### config.mk
export PLATFORM = sky130hd
export DESIGN_NAME = hcf_top
export DESIGN_NICKNAME = d
export VERILOG_FILES = /design/src/verilog/hcf_pkg.sv /design/src/verilog/hcf_top.sv /design/src/verilog/hcf_cmd_ctrl.sv
export VERILOG_INCLUDE_DIRS = /design/src /design/src/verilog
export SDC_FILE = /design/constraint.sdc
export NUM_CORES = 1
export LEC_CHECK = 0
export ABC_AREA = 1
export BUFFER_PORTS_ARGS = -buffer_cell sky130_fd_sc_hd__buf_2
export CORE_MARGIN = 1.5
export CORE_UTILIZATION = 35
export DETAILED_ROUTE_END_ITERATION = 12
export GPL_TIMING_DRIVEN = 0
export MAX_ROUTING_LAYER = met4
export SLEW_MARGIN = 0
export SYNTH_ARGS = -nofsm -noshare
export SYNTH_HDL_FRONTEND = slang
export SYNTH_SLANG_ARGS = --single-unit
### constraint.sdc
create_clock -name sys_clk_in -period 6.5 [get_ports sys_clk_in]
set_clock_uncertainty 0.2 [all_clocks]
set_input_delay 0.325 -clock sys_clk_in [delete_from_list [all_inputs] [get_ports sys_clk_in]]
set_output_delay 0.325 -clock sys_clk_in [all_outputs]
set_load 0.05 [all_outputs]
### src/verilog/hcf_regs.svh
`ifndef HCF_REGS_SVH
`define HCF_REGS_SVH
// Register offsets (word addresses on the plain port)
`define HCF_ADDR_W 4
`define HCF_OFF_CTRL 4'h0
`define HCF_OFF_STAT 4'h1
`define HCF_OFF_IRQ_STAT 4'h2
`define HCF_OFF_IRQ_MASK 4'h3
`define HCF_OFF_IN_LL 4'h4
`define HCF_OFF_OUT_UL 4'h5
`define HCF_OFF_IN_REM 4'h6
`define HCF_OFF_OUT_REM 4'h7
// Control fields
`define HCF_CTRL_IN_EN 0
`define HCF_CTRL_OUT_EN 1
// Status fields
`define HCF_STAT_CWEN 0
`define HCF_STAT_EOV 1
`define HCF_STAT_IN_BUSY 2
`define HCF_STAT_OUT_BUSY 3
// Interrupt fields
`define HCF_IRQ_EOV 0
`define HCF_IRQ_IN_DONE 1
`define HCF_IRQ_OUT_DONE 2
// Sizes and reset values
`define HCF_FIFO_DEPTH 8'h80
`define HCF_CMD_DEPTH 4'h8
`define HCF_RST_IN_LL 8'h40
`define HCF_RST_OUT_UL 8'h40
`endif

### src/verilog/hcf_pkg.sv
package hcf_pkg;
   typedef enum logic [2:0] {
      HCF_IDLE = 3'b001,
      HCF_IN = 3'b010,
      HCF_OUT = 3'b100
   } hcf_dma_state_t;
   typedef struct packed {
      logic [3:0] addr;
      logic [31:0] wdata;
      logic wr;
      logic rd;
   } hcf_bus_req_t;
   typedef struct packed {
      logic req;
      logic ack;
      logic dir_out;
   } hcf_dma_pins_t;
endpackage

### src/verilog/hcf_top.sv
`timescale 1ns/100ps
`include "hcf_regs.svh"
// How it works
// - Pipeline overflow raises a sticky flag; device does not repair dataflow.
// - A command written while flag is zero never stalls execution.
// - Demand DMA counts words remaining in the current transfer.
// - Start input at load <= lower limit, output at load >= upper limit.
// - Transfer amount comes from live FIFO load at request time.
// - A zero-word transfer finishes at once; later transfers still start.
module hcf_top
   import hcf_pkg::*;
(
   input wire logic sys_clk_in,
   input wire logic nrst_in,
   input wire logic [`HCF_ADDR_W-1:0] addr_in,
   input wire logic [31:0] wdata_in,
   input wire logic wr_in,
   input wire logic rd_in,
   output logic [31:0] rdata_out,
   input wire logic cmd_wr_in,
   input wire logic cmd_done_in,
   input wire logic [7:0] in_fifo_load_in,
   input wire logic [7:0] out_fifo_load_in,
   input wire logic dma_ack_in,
   output hcf_pkg::hcf_dma_pins_t dma_out,
   output logic irq_out
);
   import hcf_pkg::*;

   logic [1:0] ctrl_reg, ctrl_next;
   logic [2:0] ists_reg, ists_next;
   logic [2:0] imask_reg, imask_next;
   logic [7:0] in_ll_reg, in_ll_next;
   logic [7:0] out_ul_reg, out_ul_next;
   logic [31:0] rdata_reg, rdata_next;
   logic [7:0] rem_reg, rem_next;
   logic [7:0] in_rem_reg, in_rem_next;
   logic [7:0] out_rem_reg, out_rem_next;
   hcf_dma_state_t st_reg, st_next;
   logic ack_s1_reg, ack_s2_reg;
   logic cwen, ovf_pulse;
   logic in_done, out_done;
   logic sel_wr;

   // Width-safe register field write
   function automatic logic [7:0] lo8(input logic [31:0] d);
      lo8 = d[7:0];
   endfunction

   hcf_cmd_ctrl hcf_cmd_ctrl_inst (
      .sys_clk_in(sys_clk_in),
      .nrst_in(nrst_in),
      .cmd_wr_in(cmd_wr_in),
      .cmd_done_in(cmd_done_in),
      .cwen_out(cwen),
      .overflow_out(ovf_pulse)
   );

   // Acknowledge pin synchroniser
   always_ff @(posedge sys_clk_in or negedge nrst_in) begin
      if (!nrst_in) begin
         ack_s1_reg <= 1'b0;
         ack_s2_reg <= 1'b0;
      end else begin
         ack_s1_reg <= dma_ack_in;
         ack_s2_reg <= ack_s1_reg;
      end
   end

   // Demand-mode DMA sequencer
   always_comb begin
      st_next = st_reg;
      rem_next = rem_reg;
      in_done = 1'b0;
      out_done = 1'b0;
      case (st_reg)
         HCF_IDLE: begin
            if (ctrl_reg[`HCF_CTRL_IN_EN] &&
                in_fifo_load_in <= in_ll_reg) begin
               // Size from live load, not the limit
               rem_next = `HCF_FIFO_DEPTH - in_fifo_load_in;
               if (rem_next == 8'h00)
                  in_done = 1'b1;
               else
                  st_next = HCF_IN;
            end else if (ctrl_reg[`HCF_CTRL_OUT_EN] &&
                         out_fifo_load_in >= out_ul_reg) begin
               rem_next = out_fifo_load_in;
               if (rem_next == 8'h00)
                  out_done = 1'b1;
               else
                  st_next = HCF_OUT;
            end
         end
         HCF_IN, HCF_OUT: begin
            if (ack_s2_reg) begin
               rem_next = rem_reg - 8'h01;
               if (rem_reg == 8'h01) begin
                  st_next = HCF_IDLE;
                  in_done = (st_reg == HCF_IN);
                  out_done = (st_reg == HCF_OUT);
               end
            end
         end
         default: st_next = HCF_IDLE;
      endcase
   end

   // Remaining-word views per direction
   always_comb begin
      in_rem_next = (st_next == HCF_IN) ? rem_next : 8'h00;
      out_rem_next = (st_next == HCF_OUT) ? rem_next : 8'h00;
   end

   // Register writes; set beats write-one-to-clear
   always_comb begin
      sel_wr = wr_in;
      ctrl_next = ctrl_reg;
      imask_next = imask_reg;
      in_ll_next = in_ll_reg;
      out_ul_next = out_ul_reg;
      ists_next = ists_reg;
      if (sel_wr) begin
         case (addr_in)
            `HCF_OFF_CTRL: ctrl_next = wdata_in[1:0];
            `HCF_OFF_IRQ_MASK: imask_next = wdata_in[2:0];
            `HCF_OFF_IN_LL: in_ll_next = lo8(wdata_in);
            `HCF_OFF_OUT_UL: out_ul_next = lo8(wdata_in);
            `HCF_OFF_IRQ_STAT: ists_next = ists_reg & ~wdata_in[2:0];
            default: ;
         endcase
      end
      if (ovf_pulse)
         ists_next[`HCF_IRQ_EOV] = 1'b1;
      if (in_done)
         ists_next[`HCF_IRQ_IN_DONE] = 1'b1;
      if (out_done)
         ists_next[`HCF_IRQ_OUT_DONE] = 1'b1;
   end

   // Read data, valid the cycle after the strobe
   always_comb begin
      rdata_next = 32'h0000_0000;
      if (rd_in) begin
         case (addr_in)
            `HCF_OFF_CTRL: rdata_next = {30'h0, ctrl_reg};
            `HCF_OFF_STAT: rdata_next = {28'h0, st_reg == HCF_OUT,
               st_reg == HCF_IN, ists_reg[`HCF_IRQ_EOV], cwen};
            `HCF_OFF_IRQ_STAT: rdata_next = {29'h0, ists_reg};
            `HCF_OFF_IRQ_MASK: rdata_next = {29'h0, imask_reg};
            `HCF_OFF_IN_LL: rdata_next = {24'h0, in_ll_reg};
            `HCF_OFF_OUT_UL: rdata_next = {24'h0, out_ul_reg};
            `HCF_OFF_IN_REM: rdata_next = {24'h0, in_rem_reg};
            `HCF_OFF_OUT_REM: rdata_next = {24'h0, out_rem_reg};
            default: rdata_next = 32'h0000_0000;
         endcase
      end
   end

   // State registers
   always_ff @(posedge sys_clk_in or negedge nrst_in) begin
      if (!nrst_in) begin
         st_reg <= HCF_IDLE;
         rem_reg <= 8'h00;
         in_rem_reg <= 8'h00;
         out_rem_reg <= 8'h00;
         ctrl_reg <= 2'h0;
         ists_reg <= 3'h0;
         imask_reg <= 3'h0;
         in_ll_reg <= `HCF_RST_IN_LL;
         out_ul_reg <= `HCF_RST_OUT_UL;
         rdata_reg <= 32'h0000_0000;
      end else begin
         st_reg <= st_next;
         rem_reg <= rem_next;
         in_rem_reg <= in_rem_next;
         out_rem_reg <= out_rem_next;
         ctrl_reg <= ctrl_next;
         ists_reg <= ists_next;
         imask_reg <= imask_next;
         in_ll_reg <= in_ll_next;
         out_ul_reg <= out_ul_next;
         rdata_reg <= rdata_next;
      end
   end

   // Outputs
   assign rdata_out = rdata_reg;
   assign dma_out.req = (st_reg == HCF_IN) || (st_reg == HCF_OUT);
   assign dma_out.ack = ack_s2_reg;
   assign dma_out.dir_out = (st_reg == HCF_OUT);
   assign irq_out = |(ists_reg & imask_reg);
endmodule // hcf_top

### src/verilog/hcf_cmd_ctrl.sv
`timescale 1ns/100ps
`include "hcf_regs.svh"
// Command pipeline occupancy and write-enable flag
module hcf_cmd_ctrl
   import hcf_pkg::*;
(
   input wire logic sys_clk_in,
   input wire logic nrst_in,
   input wire logic cmd_wr_in,
   input wire logic cmd_done_in,
   output logic cwen_out,
   output logic overflow_out
);
   logic [3:0] count_reg, count_next;
   logic ovf_reg, ovf_next;

   // Count accepted commands; a write into a full pipe is dropped
   always_comb begin
      count_next = count_reg;
      ovf_next = 1'b0;
      if (cmd_wr_in && count_reg == `HCF_CMD_DEPTH) begin
         ovf_next = 1'b1;
         if (cmd_done_in)
            count_next = count_reg - 4'h1;
      end else if (cmd_wr_in && !cmd_done_in) begin
         count_next = count_reg + 4'h1;
      end else if (!cmd_wr_in && cmd_done_in && count_reg != 4'h0) begin
         count_next = count_reg - 4'h1;
      end
   end

   // Registers
   always_ff @(posedge sys_clk_in or negedge nrst_in) begin
      if (!nrst_in) begin
         count_reg <= 4'h0;
         ovf_reg <= 1'b0;
      end else begin
         count_reg <= count_next;
         ovf_reg <= ovf_next;
      end
   end

   // Dropping the excess command keeps execution running
   assign cwen_out = (count_reg != `HCF_CMD_DEPTH);
   assign overflow_out = ovf_reg;
endmodule // hcf_cmd_ctrl

; Word-level counts from Yosys, hierarchy flattened
; Index checks and enable logic that the tools add are counted.
[totals]
reg_bits = 90
in_bits = 59
output_inout_bits = 36
word_cells = 107
[op_classes]
addsub = 4
n_lt_le_gt_ge = 2
eq_ne = 16
mux = 36
n_bitwise = 3
reduce_logical = 30
[ops]
columns = op, n
row1 = $pmux W8 S8, 1
row2 = $mux W8, 6
row3 = $mux W3, 8
row4 = $eq A4 B3 Y1 const B, 4
row5 = $logic_not A8 Y1, 2
row6 = $mux W4, 4
row7 = $pmux W8 S2, 1
row8 = $reduce_and A2 Y1, 8
row9 = $mux W1, 13
row10 = $reduce_bool A2 Y1, 6
row11 = $eq A4 B2 Y1 const B, 2
row12 = $eq A8 B1 Y1 const B, 1
row13 = $ge A8 B8 Y1, 1
row14 = $le A8 B8 Y1, 1
row15 = $sub A8 B1 Y8 const B, 1
row16 = $sub A8 B8 Y8 const A, 1
row17 = $and A3 B3 Y3, 2
row18 = $eq A3 B2 Y1 const B, 2
row19 = $eq A3 B3 Y1 const B, 2
row20 = $logic_and A1 B1 Y1, 6
row21 = $pmux W3 S2, 1
row22 = $add A4 B1 Y4 const B, 1
row23 = $eq A4 B1 Y1 const B, 1
row24 = $eq A4 B4 Y1 const B, 1
row25 = 13 further kinds, 15

; Logic depth before layout (Yosys ltp)
[depth]
word_depth = 7
depth_mapped = 17
ltp_nobuf = 17

; Hierarchy
; Synthesis repeated with hierarchy kept, for this count alone.
[unflattened]
cells_unflattened = 583
hier_area_um2 = 4356.7
[by_module_without_submodules]
columns = mod, instances, cells_each, area_per_inst_um2, seq_area_each_um2
row1 = hcf_top, 1, 531, 3992.6, 1530.2
row2 = hcf_cmd_ctrl, 1, 52, 364.1, 125.1

; Worst setup path after synthesis
; OpenSTA, ideal clock, no wires.
[synth_path]
kind = register -> register
start = reg in_ll_reg[6]
end = reg out_rem_reg[7]
setup_ps = 119
t_arrival_ps = 1728
t_required_ps = 6181
setup_slack_ps = 4453
stages_incl_launch_ff = 14
n_path_buf = 1
period_less_slack_ps = 2047
path_cell_list = dfstp_2 inv_1 ha_1 nand2_1 nor2_2 nand2_1 nand2_1 nand2_2 nand2_2 buf_6 nand3_1 nand2_1 nand2_2 and2_1
[synth_via]
elab_cells_between_ends = 8
cone_classes = 1 x order compare / 1 x eq/ne / 5 x mux / 1 x reduce/logical
[synth_rtl]
columns = element, line_no
row1 = start: declaration, hcf_top.sv:33  ; logic [7:0] in_ll_reg, in_ll_next;
row2 = start signal: assignment, hcf_top.sv:170  ; in_ll_reg <= `HCF_RST_IN_LL;
row3 = start signal: assignment, hcf_top.sv:181  ; in_ll_reg <= in_ll_next;
row4 = $le A8 B8 Y1, hcf_top.sv:79  ; in_fifo_load_in <= in_ll_reg) begin
row5 = $logic_and A1 B1 Y1, hcf_top.sv:78  ; if (ctrl_reg[`HCF_CTRL_IN_EN] &&
row6 = $mux W8, hcf_top.sv:78
row7 = $pmux W8 S2, hcf_top.sv:76  ; case (st_reg)
row8 = net rem_next[7], hcf_top.sv:36  ; logic [7:0] rem_reg, rem_next;
row9 = $mux W8, hcf_top.sv:112  ; out_rem_next = (st_next == HCF_OUT) ? rem_next : 8'h00;
row10 = net out_rem_next[7], hcf_top.sv:38  ; logic [7:0] out_rem_reg, out_rem_next;
row11 = end signal: assignment, hcf_top.sv:177  ; out_rem_reg <= out_rem_next;
row12 = end: declaration, hcf_top.sv:38
; The timed path passes the listed nets, and every way through them passes these cells.
; A chain may end at the register's enable or synchronous reset.

; Final worst setup path
[layout_path]
start = reg out_ul_reg[6]
end = reg out_rem_reg[3]
[layout_via]
elab_chain_cells = 7
elab_cells_between_ends = 10
cone_classes = 1 x order compare / 1 x eq/ne / 7 x mux / 1 x reduce/logical
[layout_lines]
columns = element, line_no
row1 = start: declaration, hcf_top.sv:34  ; logic [7:0] out_ul_reg, out_ul_next;
row2 = start signal: assignment, hcf_top.sv:171  ; out_ul_reg <= `HCF_RST_OUT_UL;
row3 = start signal: assignment, hcf_top.sv:182  ; out_ul_reg <= out_ul_next;
row4 = $ge A8 B8 Y1, hcf_top.sv:87  ; out_fifo_load_in >= out_ul_reg) begin
row5 = $logic_and A1 B1 Y1, hcf_top.sv:86  ; end else if (ctrl_reg[`HCF_CTRL_OUT_EN] &&
row6 = $mux W3, hcf_top.sv:86
row7 = $mux W3, hcf_top.sv:78
row8 = $pmux W3 S2, hcf_top.sv:76
row9 = net st_next[2], hcf_top.sv:39  ; hcf_dma_state_t st_reg, st_next;
row10 = $eq A3 B3 Y1, hcf_top.sv:112
row11 = $mux W8, hcf_top.sv:112
row12 = net out_rem_next[3], hcf_top.sv:38
; The timed path passes the listed nets, and every way through them passes these cells.

==> results.py <==
metrics = {
    "timing": {
        "fmax_mhz": 418.6,
        "setup_slack_ns": 4.111,
        "final_max_slew_viol_count": 0,
        "rsz0062_at_grt": "false",
        "hold-worst-slack_ns": 0.03058,
        "fin_setup_tns_ns": 0,
        "relSlewSlack_pct": 44.19,
        "hold_violations": 0,
        "min_period_over_period_pct": 36.75,
        "tightest_slew_ns": 0.8371,
        "setup_violations": 0,
        "fin_crit_ns": 2.389,
    },
    "critical_path": {
        "worstSetupStartpointType": "flip-flop",
        "worstPathArrival_ns": 2.45,
        "cp.required_ns": 6.56,
        "cp_slowest_cell": "dfstp_2",
        "slowest_delay_ns": 0.56,
        "worst-setup-path-type": "reg -> reg",
        "worst_setup_path_end_kind": "flip-flop",
        "crit_chain": "inv_1 -> ha_1 -> nand2_1 -> nor2_1 -> nand4_1 -> nand3_1 -> buf_6 -> nand3_2 -> o22ai_2 -> and2_1",
        "critPathMaxFanout": 10,
    },
    "synth": {
        "synth_top_cells_by_count": "nand2_1 (139), inv_1 (74), dfrtp_1 (63)",
        "yosysTopAreaCell": "dfrtp_1",
        "synth_cell_type_count": 45,
        "async_flop_share_pct": 100.0,
        "yosysMostFrequentCell": "nand2_1",
        "synth_edf_count": 0,
        "netlist.area_leader.share_pct": 37.76,
        "ys_top_cells_by_area": "dfrtp_1 (38%), nand2_1 (12%), inv_1 (6.7%), ha_1 (6.6%), nand3_1 (6.5%)",
        "avgSynthCellArea_um2": 7.647,
        "yosysSeqAreaShare_pct": 39.65,
        "synth_seq_cells": 66,
        "synth_warnings": 0,
        "synthCells": 546,
        "synthFlopType": "dfrtp_1",
        "syn_area_um2": 4175,
    },
    "routing": {
        "wl_met1_mm": 4.737,
        "drc": 2,
        "post_drt_wl_per_cell_um": 13.50,
        "wl_met3_um": 491,
        "firstDrtPassIters": 10,
        "drt-initial-drc-count": 208,
        "vias": 3678,
        "top_layer": "met4",
        "via_per_inst": 4.740,
        "wirelength_mm": 10.47,
        "dr_wl_met2_mm": 5.042,
        "ant_nets": 0,
    },
    "clocking": {
        "cts_tree": "done",
        "clkLatencyLatePin_ns": 0.33,
        "cts_root_buf": "clkbuf_16",
        "clockBufferDepth": 2,
        "clock-sinks": 66,
        "htreeDepth": 3,
        "clk_pin_slew_ns": 0.06,
        "cts_buffers": 9,
    },
    "finish": {
        "n_antenna_cell": 0,
        "area.growth.synth_to_final_pct": 19.54,
        "nets": 709,
        "post-route-util_pct": 43.34,
        "drive_above_1_share_pct": 19.27,
    },
    "floorplanning": {
        "rows": 39,
        "die-area_um2": 12590,
        "start_util_pct": 36.26,
        "ios": 95,
        "core_area_um2": 11520,
        "die_x_um": 112.2,
        "die_h_um": 112.2,
    },
    "global_routing": {
        "grt_use_total_pct": 18.32,
        "antenna_found_initial": 0,
        "gr-total-overflow": 0,
        "first_global_vias": 3514,
        "grt_pass1_wl_mm": 17.48,
        "grt_max_degree": 67,
    },
    "placed_design": {
        "dpl_worst_slack_ns": 4.130,
        "io_buffers": 46,
        "place.gp.congestion": 0.8716,
        "dp_hpwl_mm": 8.195,
    },
    "outcome": {
        "violations": "design-rule violations",
        "outcome": "finished, violations left",
    },
    "pwr": {
        "power_density_nw_per_um2": 355.6,
        "vdd.ir_drop.worst_mv": 0.1307,
        "power.leakage_nw": 2.682,
    },
    "min_path": {
        "hold_path_class": "in -> reg",
    },
    "run": {
        "drv_cap": 0,
    },
}
-- power breakdown --
group	leakage [nW]	internal, W	switching, W
Clock	0.142	0.000306	0.000175
Combinational	1.69	0.000226	0.000458
Sequential	0.851	0.000523	0.0000864
Total	2.68	0.00105	0.000720
-- kinds of logic after synthesis --
| logic type | Yosys count | synth area share (%) |
|---|---|---|
| buf+inv | 117 | 13.22 |
| xor+xnor | 4 | 0.8390 |
| simple gates | 269 | 29.70 |
| compound gates | 66 | 9.649 |
| mux | 1 | 0.2697 |
| fa+ha+maj | 22 | 6.593 |
| flops | 66 | 39.65 |
| other cells | 1 | 0.08981 |
-- repair_timing --
item                                   in CTS  in global routing
endpoints found under the hold margin      64                  0
hold buffers                                2                  0
resized for setup                           0                  0
buffers inserted                            0                  0
-- area by class of cell --
cell class	count	area, um2
clock buffers	11	242.7
inverters	84	315.3
clock inverters	5	55.05
plain buffers	33	236.5
flip-flops and latches	66	1655
repair buffers	48	252.7
multi-input cells	386	2054
well taps	143	178.9
fillers	1168	6525
-- per-stage QoR --
step	instances	instance area, um2	power (W)
2_1_floorplan	569	4262	0.001109
3_3_place_gp	758	4671	0.001278
3_5_place_dp	758	4673	0.001299
4_1_cts	776	4991	0.001788
5_1_grt	776	4991	0.001912
6_report	776	4991	0.001775
-- layout by cell type (no fill, tap or decap), types with 3 or more instances in the layout --
cell type | Yosys | final
nor2_1 | 31 | 31
dfrtp_1 | 63 | 63
a41oi_1 | 5 | 5
nand4_1 | 8 | 8
ha_1 | 22 | 22
o211ai_1 | 3 | 3
buf_2 | 0 | 45
inv_2 | 9 | 9
dfstp_2 | 3 | 3
nand3_1 | 54 | 54
clkbuf_1 | 5 | 6
clkbuf_16 | 0 | 9
conb_1 | 1 | 24
buf_4 | 26 | 27
xor2_1 | 4 | 4
nor3_1 | 4 | 4
o21ai_1 | 12 | 12
o21ai_0 | 24 | 24
nor2_2 | 4 | 4
nand2_2 | 5 | 5
nand3_2 | 4 | 4
nand3b_1 | 3 | 3
a21oi_1 | 8 | 8
nand2_1 | 139 | 139
inv_1 | 74 | 74
and2_1 | 8 | 8
-- critical path, delay by kind of cell, from the launching register on --
family	cells	cell delay, ns
buffers and inverters	2	0.21
flip-flops	1	0.56
AO/OA/AOI/OAI	1	0.34
AND/OR/NAND/NOR	6	0.76
adder cells (fa/ha/maj)	1	0.26
-- worst paths after layout --
| check | from | endpoint | slack (ns) | cells after the start |
|---|---|---|---|---|
| setup / recovery | out_ul_reg[6]$_DFFE_PN1P_ | out_rem_reg[3]$_DFF_PN0_ | 4.11 | 10 |
| hold / removal | wdata_in[6] | in_ll_reg[6]$_DFFE_PN1P_ | 0.03 | 3 |
| setup reg to reg | out_ul_reg[6]$_DFFE_PN1P_ | out_rem_reg[3]$_DFF_PN0_ | 4.11 | 10 |
| hold reg to reg | ack_s1_reg$_DFF_PN0_ | ack_s2_reg$_DFF_PN0_ | 0.15 | 0 |
| max in group asynchronous | nrst_in | rem_reg[5]$_DFF_PN0_ | 5.11 | 2 |
| min in group asynchronous | nrst_in | in_ll_reg[1]$_DFFE_PN0P_ | 0.44 | 2 |
-- per-layer routing --
metal  GRT usage [%]  up-vias
met3           4.050       16
met1           22.87     1689
met5               -        -
li1                -     1883
met2           30.10       90
met4           5.148        0
Power figures use the tool's default switching activity.
